--- src/design/bfm_pkg.sv ---
// Shared constants and types for the burst and deviation controller.
package bfm_pkg;
    // ------------------------------------------------------------
    // Frequencies, all in millihertz, and error codes
    // ------------------------------------------------------------
    localparam int FW = 40;
    localparam logic [FW-1:0] DEV_MIN   = 40'd10;
    localparam logic [FW-1:0] DEV_MAX   = 40'd7_500_000_000;
    localparam logic [FW-1:0] DEV_RESET = 40'd100_000;
    localparam logic [FW-1:0] LIM_SINE  = 40'd15_100_000_000;
    localparam logic [FW-1:0] LIM_TRI   = 40'd200_000_000;
    localparam logic [FW-1:0] LIM_ARB   = 40'd5_100_000_000;
    localparam logic [15:0] ERR_CONFLICT = -16'sd221;
    localparam logic [15:0] ERR_NONE     = 16'h0000;
    // ------------------------------------------------------------
    // Burst field widths
    // ------------------------------------------------------------
    localparam int CW = 24;
    localparam int RW = 32;
    localparam int PW = 12;
    localparam int LW = 3;

    typedef enum logic [2:0] {
        SHP_SINE = 3'h0, SHP_SQUARE = 3'h1, SHP_TRI = 3'h2,
        SHP_RAMP = 3'h3, SHP_ARB = 3'h4, SHP_OTHER = 3'h7
    } bfm_shape_t;

    typedef enum logic [2:0] {
        MOD_NONE = 3'h0, MOD_AM = 3'h1, MOD_FM = 3'h2,
        MOD_FSK = 3'h3, MOD_BURST = 3'h4
    } bfm_mod_t;

    typedef enum logic [2:0] {
        TRG_IMMEDIATE = 3'h0, TRG_INTERNAL = 3'h1, TRG_BUS = 3'h2,
        TRG_EXTERNAL = 3'h3, TRG_BACKPLANE = 3'h4
    } bfm_trig_t;

    typedef enum logic [1:0] {
        BST_IDLE = 2'b00, BST_RUN = 2'b01, BST_GATE = 2'b11
    } bfm_state_t;

    typedef struct packed {
        logic             gatedMode;
        bfm_trig_t        triggerSourceSelect;
        logic [LW-1:0]    backplaneTriggerLine;
        logic [CW-1:0]    burstCycleCount;
        logic [RW-1:0]    burstRepeatRate;
        logic [PW-1:0]    burstStartPhase;
    } bfm_burst_cfg_t;
endpackage

--- src/design/bfm_burst_fm_ctrl.sv ---
// Deviation clamping, modulation selection and burst engine.
`timescale 1ns/10ps
// Operation
// - Deviation accepted from 10 mHz to 7.5 MHz; 100 Hz after reset.
// - With FM on, deviation above carrier becomes carrier, error -221.
// - Carrier plus deviation capped at shape maximum plus 100 kHz, error.
// - One modulation at a time; burst enable turns others off.
// - Burst works for sine, square, triangle, ramp and arbitrary shapes.
// - Burst mode select picks counted or gated bursts.
// - Counted burst starts on timer, external, backplane or bus trigger.
// - Counted burst runs exactly the programmed cycles, one if zero, then waits.
// - Internal trigger repeats bursts at the programmed repetition rate.
// - Gated output starts on gate high, ends on gate low.
// - Gate low in gated mode holds output at DC offset.
// - Bus, immediate or internal source in gated mode means external.
// - Immediate source in counted mode means external input.
// - Backplane selection picks one of eight lines, zero to seven.
module bfm_burst_fm_ctrl #(
    parameter int NLINES = 8
) (
    input  wire logic                 clk,
    input  wire logic                 reset,
    input  wire logic                 devWrite,
    input  wire logic [bfm_pkg::FW-1:0] devRequest,
    input  wire logic [bfm_pkg::FW-1:0] carrierFreq,
    input  bfm_pkg::bfm_shape_t       shape,
    input  wire logic                 modWrite,
    input  bfm_pkg::bfm_mod_t         modRequest,
    input  wire logic                 burstEnableWrite,
    input  wire logic                 burstEnable,
    input  bfm_pkg::bfm_burst_cfg_t   burstCfg,
    input  wire logic                 extTrigger,
    input  wire logic [NLINES-1:0]    backplaneTrigger,
    input  wire logic                 busTrigger,
    input  wire logic                 cycleDone,
    output logic [bfm_pkg::FW-1:0]    peakDeviation,
    output logic                      conflictError,
    output logic [15:0]               errorCode,
    output bfm_pkg::bfm_mod_t         activeMod,
    output logic                      waveformOn,
    output logic                      holdOffset,
    output logic                      burstStart,
    output logic [bfm_pkg::PW-1:0]    startPhase
);
    if (NLINES != 2**bfm_pkg::LW)
    begin : g_bad_lines
        $error("NLINES must match the backplane line field width.");
    end

    // ------------------------------------------------------------
    // Deviation and modulation selection
    // ------------------------------------------------------------
    logic [bfm_pkg::FW-1:0] dev_reg, dev_next;
    logic                   cfl_reg, cfl_next;
    logic [15:0]            err_reg, err_next;
    bfm_pkg::bfm_mod_t      mod_reg, mod_next;
    logic [bfm_pkg::FW-1:0] limit;
    logic [bfm_pkg::FW-1:0] room;
    logic [bfm_pkg::FW-1:0] want;

    always_comb
    begin
        case (shape)
            bfm_pkg::SHP_TRI, bfm_pkg::SHP_RAMP: limit = bfm_pkg::LIM_TRI;
            bfm_pkg::SHP_ARB:                    limit = bfm_pkg::LIM_ARB;
            default:                             limit = bfm_pkg::LIM_SINE;
        endcase
        room = (carrierFreq < limit) ? limit - carrierFreq : '0;
        dev_next = dev_reg;
        cfl_next = 1'b0;
        err_next = err_reg;
        mod_next = mod_reg;
        want = devRequest;
        if (want < bfm_pkg::DEV_MIN)
            want = bfm_pkg::DEV_MIN;
        if (want > bfm_pkg::DEV_MAX)
            want = bfm_pkg::DEV_MAX;
        if (devWrite)
        begin
            if (mod_reg == bfm_pkg::MOD_FM && want > carrierFreq)
            begin
                want = carrierFreq;
                cfl_next = 1'b1;
            end
            if (want > room)
            begin
                want = room;
                cfl_next = 1'b1;
            end
            // Never below the legal floor, even when the carrier is too high.
            dev_next = (want < bfm_pkg::DEV_MIN) ? bfm_pkg::DEV_MIN : want;
        end
        if (cfl_next)
            err_next = bfm_pkg::ERR_CONFLICT;
        if (burstEnableWrite)
        begin
            if (burstEnable)
                mod_next = bfm_pkg::MOD_BURST;
            else if (mod_reg == bfm_pkg::MOD_BURST)
                mod_next = bfm_pkg::MOD_NONE;
        end
        else if (modWrite)
            mod_next = modRequest;
    end

    always_ff @(posedge clk)
    begin
        if (reset)
        begin
            dev_reg <= bfm_pkg::DEV_RESET;
            cfl_reg <= 1'b0;
            err_reg <= bfm_pkg::ERR_NONE;
            mod_reg <= bfm_pkg::MOD_NONE;
        end
        else
        begin
            dev_reg <= dev_next;
            cfl_reg <= cfl_next;
            err_reg <= err_next;
            mod_reg <= mod_next;
        end
    end

    // Two flops tame the pins; the third stage only feeds the edge detector.
    logic [NLINES:0] syncA;
    logic [NLINES:0] syncB;
    logic [NLINES:0] syncC;

    always_ff @(posedge clk)
    begin
        if (reset)
        begin
            syncA <= '0;
            syncB <= '0;
            syncC <= '0;
        end
        else
        begin
            syncA <= {backplaneTrigger, extTrigger};
            syncB <= syncA;
            syncC <= syncB;
        end
    end

    // ------------------------------------------------------------
    // Burst engine
    // ------------------------------------------------------------
    bfm_pkg::bfm_state_t    st_reg, st_next;
    logic [bfm_pkg::CW-1:0] cnt_reg, cnt_next;
    logic [bfm_pkg::RW-1:0] tmr_reg, tmr_next;
    logic                   on_reg, on_next;
    logic                   hold_reg, hold_next;
    logic                   go_reg, go_next;
    logic [bfm_pkg::PW-1:0] ph_reg, ph_next;
    logic                   shapeOk, enabled, gated, useLine;
    logic                   level, rise, tick, trig;
    logic [bfm_pkg::CW-1:0] target;
    logic [bfm_pkg::RW-1:0] period;
    localparam int LW_IDX = bfm_pkg::LW + 1;
    logic [LW_IDX-1:0]      lineIdx;

    always_comb
    begin
        shapeOk = (shape != bfm_pkg::SHP_OTHER);
        enabled = (mod_reg == bfm_pkg::MOD_BURST) && shapeOk;
        gated = burstCfg.gatedMode;
        // gated substitutes external; immediate is external
        useLine = (burstCfg.triggerSourceSelect == bfm_pkg::TRG_BACKPLANE);
        lineIdx = {1'b0, burstCfg.backplaneTriggerLine} + 4'h1;
        level = useLine ? syncB[lineIdx] : syncB[0];
        rise = useLine ? (syncB[lineIdx] & ~syncC[lineIdx]) : (syncB[0] & ~syncC[0]);
        target = (burstCfg.burstCycleCount == '0) ? 24'h000001 : burstCfg.burstCycleCount;
        period = (burstCfg.burstRepeatRate == '0) ? 32'h00000001 : burstCfg.burstRepeatRate;
        // repetition timer; rate ignored off internal source
        tick = 1'b0;
        tmr_next = '0;
        if (enabled && !gated && burstCfg.triggerSourceSelect == bfm_pkg::TRG_INTERNAL)
        begin
            tick = (tmr_reg >= period - 32'h00000001);
            tmr_next = tick ? '0 : tmr_reg + 32'h00000001;
        end
        case (burstCfg.triggerSourceSelect)
            bfm_pkg::TRG_INTERNAL: trig = tick;
            bfm_pkg::TRG_BUS:      trig = busTrigger;
            default:               trig = rise;
        endcase
        st_next = st_reg;
        cnt_next = cnt_reg;
        go_next = 1'b0;
        ph_next = ph_reg;
        case (st_reg)
            bfm_pkg::BST_IDLE:
            begin
                if (enabled && gated && level)
                begin
                    st_next = bfm_pkg::BST_GATE;
                    ph_next = '0;
                end
                else if (enabled && !gated && trig)
                begin
                    st_next = bfm_pkg::BST_RUN;
                    cnt_next = '0;
                    go_next = 1'b1;
                    ph_next = burstCfg.burstStartPhase;
                end
            end
            bfm_pkg::BST_RUN:
            begin
                if (!enabled || gated)
                    st_next = bfm_pkg::BST_IDLE;
                else if (cycleDone)
                begin
                    cnt_next = cnt_reg + 24'h000001;
                    if (cnt_next >= target)
                        st_next = bfm_pkg::BST_IDLE;
                end
            end
            bfm_pkg::BST_GATE:
            begin
                if (!enabled || !gated || !level)
                    st_next = bfm_pkg::BST_IDLE;
            end
            default: st_next = bfm_pkg::BST_IDLE;
        endcase
        // Without burst the carrier runs freely.
        on_next = !enabled || (st_next != bfm_pkg::BST_IDLE);
        hold_next = enabled && gated && (st_next == bfm_pkg::BST_IDLE);
    end

    always_ff @(posedge clk)
    begin
        if (reset)
        begin
            st_reg <= bfm_pkg::BST_IDLE;
            cnt_reg <= '0;
            tmr_reg <= '0;
            on_reg <= 1'b1;
            hold_reg <= 1'b0;
            go_reg <= 1'b0;
            ph_reg <= '0;
        end
        else
        begin
            st_reg <= st_next;
            cnt_reg <= cnt_next;
            tmr_reg <= tmr_next;
            on_reg <= on_next;
            hold_reg <= hold_next;
            go_reg <= go_next;
            ph_reg <= ph_next;
        end
    end

    assign peakDeviation = dev_reg;
    assign conflictError = cfl_reg;
    assign errorCode = err_reg;
    assign activeMod = mod_reg;
    assign waveformOn = on_reg;
    assign holdOffset = hold_reg;
    assign burstStart = go_reg;
    assign startPhase = ph_reg;

    // ------------------------------------------------------------
    // Assertions
    // ------------------------------------------------------------
    property p_dev_range;
        @(posedge clk) disable iff (reset)
        dev_reg >= bfm_pkg::DEV_MIN && dev_reg <= bfm_pkg::DEV_MAX;
    endproperty
    a_dev_range: assert property (p_dev_range) else $error("Deviation out of range.");
    property p_dev_reset;
        @(posedge clk) $fell(reset) |-> dev_reg == bfm_pkg::DEV_RESET;
    endproperty
    a_dev_reset: assert property (p_dev_reset) else $error("Deviation reset wrong.");
    property p_fm_clamp;
        @(posedge clk) disable iff (reset)
        devWrite && mod_reg == bfm_pkg::MOD_FM && devRequest > carrierFreq
        && carrierFreq >= bfm_pkg::DEV_MIN && devRequest <= bfm_pkg::DEV_MAX
        |=> cfl_reg && dev_reg <= $past(carrierFreq) && err_reg == bfm_pkg::ERR_CONFLICT;
    endproperty
    a_fm_clamp: assert property (p_fm_clamp)
        else $error("Deviation above carrier was not clamped.");
    property p_sum_limit;
        @(posedge clk) disable iff (reset)
        devWrite && carrierFreq + bfm_pkg::DEV_MIN <= limit
        |=> dev_reg + $past(carrierFreq) <= $past(limit);
    endproperty
    a_sum_limit: assert property (p_sum_limit)
        else $error("Carrier plus deviation exceeds the ceiling.");
    property p_burst_excl;
        @(posedge clk) disable iff (reset)
        burstEnableWrite && burstEnable |=> mod_reg == bfm_pkg::MOD_BURST;
    endproperty
    a_burst_excl: assert property (p_burst_excl) else $error("Burst did not take over.");
    property p_shape;
        @(posedge clk) disable iff (reset)
        !shapeOk |=> st_reg == bfm_pkg::BST_IDLE;
    endproperty
    a_shape: assert property (p_shape) else $error("Burst ran on an unsupported shape.");
    property p_count;
        @(posedge clk) disable iff (reset)
        st_reg == bfm_pkg::BST_RUN && enabled && !gated && cycleDone
        && cnt_reg + 24'h000001 >= target |=> st_reg == bfm_pkg::BST_IDLE && !on_reg;
    endproperty
    a_count: assert property (p_count) else $error("Burst did not stop on its count.");
    property p_gate_open;
        @(posedge clk) disable iff (reset)
        enabled && gated && level |=> on_reg && !hold_reg;
    endproperty
    a_gate_open: assert property (p_gate_open) else $error("Gate high left output off.");
    property p_gate_low;
        @(posedge clk) disable iff (reset)
        enabled && gated && !level |=> !on_reg && hold_reg;
    endproperty
    a_gate_low: assert property (p_gate_low) else $error("Gate low held no offset.");
    property p_timer;
        @(posedge clk) disable iff (reset)
        st_reg == bfm_pkg::BST_IDLE && enabled && !gated && tick |=> go_reg;
    endproperty
    a_timer: assert property (p_timer) else $error("Timer tick did not start a burst.");
endmodule // bfm_burst_fm_ctrl

--- config.mk ---
export PLATFORM = sky130hd
export DESIGN_NAME = bfm_burst_fm_ctrl
export DESIGN_NICKNAME = d
export VERILOG_FILES = /design/src/design/bfm_pkg.sv /design/src/design/bfm_burst_fm_ctrl.sv
export SDC_FILE = /design/constraint.sdc
export NUM_CORES = 1
export LEC_CHECK = 0
export BUFFER_PORTS_ARGS = -buffer_cell sky130_fd_sc_hd__buf_2
export CAP_MARGIN = 20
export CELL_PAD_IN_SITES_DETAIL_PLACEMENT = 0
export CELL_PAD_IN_SITES_GLOBAL_PLACEMENT = 2
export CORE_ASPECT_RATIO = 0.6
export CORE_MARGIN = 2
export CORE_UTILIZATION = 35
export CTS_CLUSTER_SIZE = 30
export DETAILED_ROUTE_END_ITERATION = 6
export PLACE_DENSITY_LB_ADDON = 0.08
export SLEW_MARGIN = 25
export SYNTH_ARGS = -nofsm -noshare
export SYNTH_HDL_FRONTEND = slang
export SYNTH_SLANG_ARGS = --single-unit
--- constraint.sdc ---
create_clock -name clk -period 21.6 [get_ports clk]
set_input_delay 2.16 -clock clk [delete_from_list [all_inputs] [get_ports clk]]
set_output_delay 2.16 -clock clk [all_outputs]
set_load 0.1 [all_outputs]
==> results by group, run 1 <==
Outcome
  – Status: complete, no violations

Logic synthesis
  – Warnings, synthesis: 0
  – Biggest area consumer among synthesized cells: dfxtp_1
  – Synth cell types: a little under 80
  – Synth Register Bits: 145
  – Simple-gate portion of the synthesized area: 0.272
  – Post-Synth Adder-Cell Area: 0.151
  – EDFF count, synth: 0
  – Top cells by area, synth: dfxtp_1 (22%), ha_1 (15%), nor2_1 (5.4%)
  – Proportion of synthesized area in mux cells: 0.0289
  – Most frequent cell after synthesis: nor2_1
  – Post-Synth XOR/XNOR Area: 0.0648
  – Most used DFF post-synth: dfxtp_1
  – Synth Cell Area: 13200 sq um
  – Synth top cells by count: nor2_1 (191), ha_1 (160), nand2_1 (155)
  – Syn Inst Count: 1736
  – Largest family of logic cells by synthesized area: simple AND/OR/NAND/NOR gates
  – Top-area cell type share of the netlist area: 0.219
  – Synth Area in Compound Gates: 0.206
  – Syn Area/Cell: 7.63 sq um
  – Sequential area share after synthesis: 0.219
  – Asr flop ratio synth: 0

Route
  – Violation count after the first detailed-route iteration: 1055
  – WL/cell: approximately 21 microns
  – Vias post-DR: 13574
  – Final wirelength: 51000 microns
  – Vias/cell: 5.50
  – DR pass1 iterations: 5
  – DRT antenna net count: 0
  – DRC Markers: 0

Clock tree
  – Hold Buf Count CTS: 0
  – Post-cts sizing count: 0
  – Htree depth: 4
  – CTS buffer count: 17
  – Post-CTS Setup Bufs: 0
  – CTS tree: yes
  – Clock transition at path regs: around 60 ps
  – CTS Buffer Depth: 2
  – Skew-Pair Late Insertion Delay: 430 ps
  – Root Buffer: clkbuf_16
  – Clock sinks: 145

GRT
  – Gr ovfl total: 0
  – Largest net degree at the start of global routing: 62
  – Global-route wire length before repair: 77000 microns
  – Vias in the first global route: 12488
  – Initial antenna violation count: 0
  – GR Util All Layers: 0.258

Timing
  – RSZ-0062 raised after global routing: no
  – # setup viols final: 0
  – Slew HR: 0.341
  – Final WS setup: 11050 ps
  – Final min period: about 11000 ps
  – Tcrit/Tclk final: 0.489
  – Max Clk Rate: 0.0947 GHz
  – Actual slew at the worst max-slew pin: 988 ps
  – Worst Skew: 8.26 ps
  – Final setup TNS: 0 ps
  – Final Max Tran Viols: 0
  – Hold Fails Final Rpt: 0

Setup path
  – Setup Crit Path Kind: primary input to flop
  – Worst Path Required: 21950 ps
  – Worst Path Arrival: 10900 ps
  – CP Launch Type: primary input
  – Crit-path max FO: 31
  – Critical Path End Type: flop

Die
  – Initial Util: 0.353
  – Core Area: ~38000 sq um
  – Die area: about 39000 sq um
  – FP Rows: 55
  – DIE WIDTH: ~260 microns
  – Die Ht: 155 microns
  – Ports: around 250

Place
  – Routability congestion estimate: 0.990
  – Post-DP HPWL: 42100 microns
  – Port Buf Inserts: 247
  – Place WS: between 10000 and 15000 ps

Hold path
  – HP Class: flop to flop

Cells and area
  – Filler Cell Count: 3916
  – Sequential cell area: 2900 sq um
  – Area of the multi-input gates: 9660 sq um
  – Max reg flops: 40
  – Layout cells sized above 1: 0.174
  – Area growth from synthesis to layout: 17.2%
  – Net count, final: 2279

Pwr
  – LEAKAGE: 6.91 nW
  – Peak VDD IR: 0.0575 mV
  – Overall power: between 0.7 and 0.8 mW
  – PwrDens: 51.0 nW/um^2

Run
  – Max-cap violations: 0
[path summary, 6_finish.rpt]
check	startpoint	end	slack (ps)	depth (start not counted)
max	devRequest[23]	peakDeviation[1]	11050	28
min	syncA[4]	syncB[4]	440	1
max reg2reg	activeMod[0]	peakDeviation[1]	15790	20
min reg2reg	syncA[4]	syncB[4]	440	1
[area by class of cell]
| cell class | instances | area share |
|---|---|---|
| antenna | 1 | 0.000161 |
| tap | 513 | 0.0414 |
| inverter | 90 | 0.0218 |
| multi-input combinational | 1423 | 0.622 |
| timing repair buffer | 264 | 0.0881 |
| clock inverter | 14 | 0.0115 |
| clock buffer | 18 | 0.0277 |
| sequential | 145 | 0.187 |
[kinds of logic (layout without fill, tap and decap cells)]
logic type	count (synthesis)	count (layout)
flip-flops	145	145
buffers and inverters	184	386
AO/OA/AOI/OAI	401	401
AND/OR/NAND/NOR	715	715
adder cells (fa/ha/maj)	160	160
XOR/XNOR	98	98
other	2	19
multiplexers	31	31
[worst max-delay path, stage by stage]
cell	delay (ps)
buf_2	100
or4_1	680
nand4b_1	280
nor4_1	400
or2_2	560
nand2b_1	210
ha_1	330
a211oi_1	260
o21ai_0	120
o221ai_1	290
o211ai_1	340
a211o_1	360
nand2_1	70
buf_4	410
mux2_2	430
ha_1	320
and4_1	240
nand3_1	180
nor3_1	560
o31ai_1	310
and4_1	380
nor2_1	110
buf_4	300
nor2_1	140
a221o_1	410
nor4_2	380
nand4_2	210
a311oi_2	290
[layout by cell type, fill, tap and decap left out, drive strengths merged, types with 12 or more instances in the layout]
cell    count
conb       18
mux2       18
a21oi     119
nand3      62
o21ai      59
and3       29
dfxtp     145
xnor2      45
a22o       12
nor4       41
o211ai     15
a211oi     31
nand4      41
nor2b      47
a21o       42
clkbuf     18
nand2     155
nor3       32
a311oi     31
buf       264
nand2b     23
inv        94
or3        12
xor2       53
nor2      191
and2       28
ha        160
[metal layers]
layer | wire [microns] | global-route usage | share of wire
met5 | 0 | 0 | 0
met1 | 26800 | 0.406 | 0.53
met4 | 623 | 0.0454 | 0.012
met3 | 4130 | 0.0715 | 0.081
met2 | 19400 | 0.339 | 0.38
[per-stage QoR]
step / utilization / std cells / hold WS, ps / area, sq um
6_report: 0.414 / 2468 / 436 / 15500
2_1_floorplan: - / 1752 / 414 / 13300
3_3_place_gp: 0.397 / 2435 / 423 / 14900
3_5_place_dp: 0.397 / 2435 / 426 / 14900
4_1_cts: 0.414 / 2467 / 441 / 15500
5_1_grt: 0.414 / 2467 / 458 / 15500
[report_power, final]
group / switching [mW] / internal [mW] / total [mW]
combinational: 0.143 / 0.0594 / 0.203
clock: 0.128 / 0.184 / 0.312
sequential: 0.00365 / 0.274 / 0.278
total: 0.275 / 0.517 / 0.792
(Power assumes the default switching activity.)
==> run 2, diff against run 1 <==
--- a/config.mk
+++ b/config.mk
@@ -11,7 +11,7 @@
 export CELL_PAD_IN_SITES_GLOBAL_PLACEMENT = 2
 export CORE_ASPECT_RATIO = 0.6
 export CORE_MARGIN = 2
-export CORE_UTILIZATION = 35
+export CORE_UTILIZATION = 33
 export CTS_CLUSTER_SIZE = 30
 export DETAILED_ROUTE_END_ITERATION = 6
 export PLACE_DENSITY_LB_ADDON = 0.08
==> constraint.sdc (replaced) <==
create_clock -name clk -period 10.3 [get_ports clk]
set_input_delay 1.03 -clock clk [delete_from_list [all_inputs] [get_ports clk]]
set_output_delay 1.03 -clock clk [all_outputs]
set_load 0.1 [all_outputs]
==> run 2 against run 1 <==
Effect of this change: worst setup slack got worse by 9900 ps; clock-buffer cell count is 1 higher; register-to-register slack got worse by 11000 ps; worst hold slack improved by 9.9 ps; global-route usage fell by 0.72 points; sequential share of layout area fell by 0.11 points; non-clock buffer count grew 12; critical path depth decreased by 1; total power grew 110%; largest power group unchanged.
==> results by group, run 2 (synthesis gave the netlist of run 1 again) <==
Outcome
  – Status: complete, no violations (unchanged)

GRT
  – Vias in the first global route: 12752 (was 12488)
  – GR Util All Layers: 0.250 (was 0.258)
  – Initial antenna violation count: 4 (was 0)
  – Global-route wire length before repair: 80400 microns (was 77000 microns)
  – Gr ovfl total: 0 (unchanged)
  – Largest net degree at the start of global routing: 63 (was 62)

Clock tree
  – CTS tree: yes (unchanged)
  – CTS Buffer Depth: 2 (unchanged)
  – Clock sinks: 145 (unchanged)
  – Htree depth: 4 (unchanged)
  – Post-cts sizing count: 0 (unchanged)
  – Hold Buf Count CTS: 0 (unchanged)
  – Skew-Pair Late Insertion Delay: 440 ps (was 430 ps)
  – CTS buffer count: 17 (unchanged)
  – Post-CTS Setup Bufs: 0 (unchanged)
  – Root Buffer: clkbuf_16 (unchanged)
  – Clock transition at path regs: 70 ps (was 60 ps)

Route
  – Vias/cell: 5.54 (was 5.50)
  – DRC Markers: 0 (unchanged)
  – Final wirelength: 53100 microns (was 51000 microns)
  – WL/cell: 21.3 microns (was 20.7 microns)
  – Vias post-DR: 13795 (was 13574)
  – DRT antenna net count: 0 (unchanged)
  – Violation count after the first detailed-route iteration: 1194 (was 1055)
  – DR pass1 iterations: 5 (unchanged)

Die
  – FP Rows: 56 (was 55)
  – DIE WIDTH: 263 microns (was 255 microns)
  – Ports: 253 (unchanged)
  – Die Ht: 159 microns (was 155 microns)
  – Die area: 41800 sq um (was 39500 sq um)
  – Core Area: 39300 sq um (was 37500 sq um)
  – Initial Util: 0.337 (was 0.353)

Pwr
  – PwrDens: 106 nW/um^2 (was 51.0 nW/um^2)
  – Overall power: 1.66 mW (was 0.792 mW)
  – LEAKAGE: 6.96 nW (was 6.91 nW)
  – Peak VDD IR: 0.106 mV (was 0.0575 mV)

Cells and area
  – Commonest cells after routing, fill and taps aside: buf_2 (246), nor2_1 (190), ha_1 (160) (unchanged)
  – Net count, final: 2291 (was 2279)
  – Area growth from synthesis to layout: 17.9% (was 17.2%)
  – Layout cells sized above 1: 0.178 (was 0.174)
  – Filler Cell Count: 4177 (was 3916)
  – Most common cell after layout, fill and taps aside: buf_2 (unchanged)
  – Max reg flops: 40 (unchanged)

Hold path
  – HP Class: flop to flop (unchanged)

Timing
  – Final setup TNS: 0 ps (unchanged)
  – Final min period: 9190 ps
  – Slew HR: 0.359 (was 0.341)
  – Actual slew at the worst max-slew pin: 962 ps (was 988 ps)
  – Hold Fails Final Rpt: 0 (unchanged)
  – RSZ-0062 raised after global routing: no (unchanged)
  – Worst Skew: 15.7 ps (was 8.26 ps)
  – Max Clk Rate: 0.109 GHz
  – Fin Hold WS: 446 ps (was 436 ps)
  – Tcrit/Tclk final: 0.892
  – Final Max Tran Viols: 0 (unchanged)
  – # setup viols final: 0 (unchanged)

Run
  – Max-cap violations: 0 (unchanged)

Setup path
  – R2r endpoint: peakDeviation[1] (unchanged)
  – CP Launch Type: primary input (unchanged)
  – Worst Path Arrival: 9550 ps (was 10900 ps)
  – Critical Path End Type: flop (unchanged)
  – Worst Path Required: 10660 ps (was 21950 ps)
  – R2r startpoint: activeMod[0] (unchanged)
  – Reg-to-reg setup timing slack: 4510 ps (was 15790 ps)
  – Worst Setup EP: peakDeviation[1] (unchanged)
  – Crit-path max FO: 25 (was 31)
  – Setup Crit Path Kind: primary input to flop (unchanged)
  – Crit path from: devRequest[23] (unchanged)
  – R2R cell count: 20 (unchanged)

Place
  – Post-DP HPWL: 44100 microns (was 42100 microns)
  – Routability congestion estimate: 0.955 (was 0.990)
  – Port Buf Inserts: 247 (unchanged)
==> run 2: per-layer routing <==
layer	part of all wire	GRT usage
met1	0.53	0.401
met5	0	0
met2	0.38	0.337
met4	0.0050	0.0316
met3	0.080	0.0564
==> run 2: where the power goes <==
group          switching, mW  total (mW)  leakage (nW)  internal (mW)
clock network          0.264       0.645         0.288          0.381
registers            0.00786       0.582          1.18          0.575
logic                  0.306       0.433          5.49          0.127
==> run 2: worst min path at each step <==
stage / from / end / slack (ps) / cells past startpoint
after floorplan: syncA[0] / syncB[0] / 410 / 1
after global placement: syncA[3] / syncB[3] / 420 / 1
after detailed placement: syncA[4] / syncB[4] / 430 / 1
after CTS: syncA[4] / syncB[4] / 450 / 1
after global routing: syncA[5] / syncB[5] / 470 / 1
final: syncA[4] / syncB[4] / 450 / 1
==> run 2: per-stage QoR <==
stage	utilization	setup WS [ps]	cell area [sq um]	std cells
5_1_grt	0.397	517	15600	2488
2_1_floorplan	-	2110	13300	1752
3_5_place_dp	0.382	966	15000	2456
3_3_place_gp	0.382	1130	15000	2456
6_report	0.397	1110	15600	2492
4_1_cts	0.397	1390	15600	2488
==> run 2: worst max-delay path, stage by stage <==
cell	delay [ps]
buf_2	100
or4_1	580
nand4b_1	230
nor4_1	410
or2_2	530
nand2b_1	230
ha_1	360
a211oi_1	320
o2111ai_1	230
a2111o_1	450
a211o_1	310
nand2_1	350
buf_4	300
mux2_2	370
ha_1	300
and4_1	210
a221oi_1	240
o21ai_0	130
a221oi_1	480
and4_1	440
nor3_1	130
buf_4	230
a221oi_1	400
nand3_1	210
nor4_1	420
nand4_2	240
a311oi_2	290
==> run 2: area by class of cell <==
| cell class | count | area [sq um] | share of cell area |
|---|---|---|---|
| Clock buffer | 19 | 433 | 0.0277 |
| Antenna cell | 4 | 10.0 | 0.000641 |
| Sequential cell | 145 | 2900 | 0.186 |
| Tap cell | 522 | 653 | 0.0418 |
| Timing Repair Buffer | 276 | 1460 | 0.0933 |
| Clock inverter | 13 | 160 | 0.0103 |
| Multi-Input combinational cell | 1423 | 9660 | 0.619 |
| Inverter | 90 | 338 | 0.0216 |
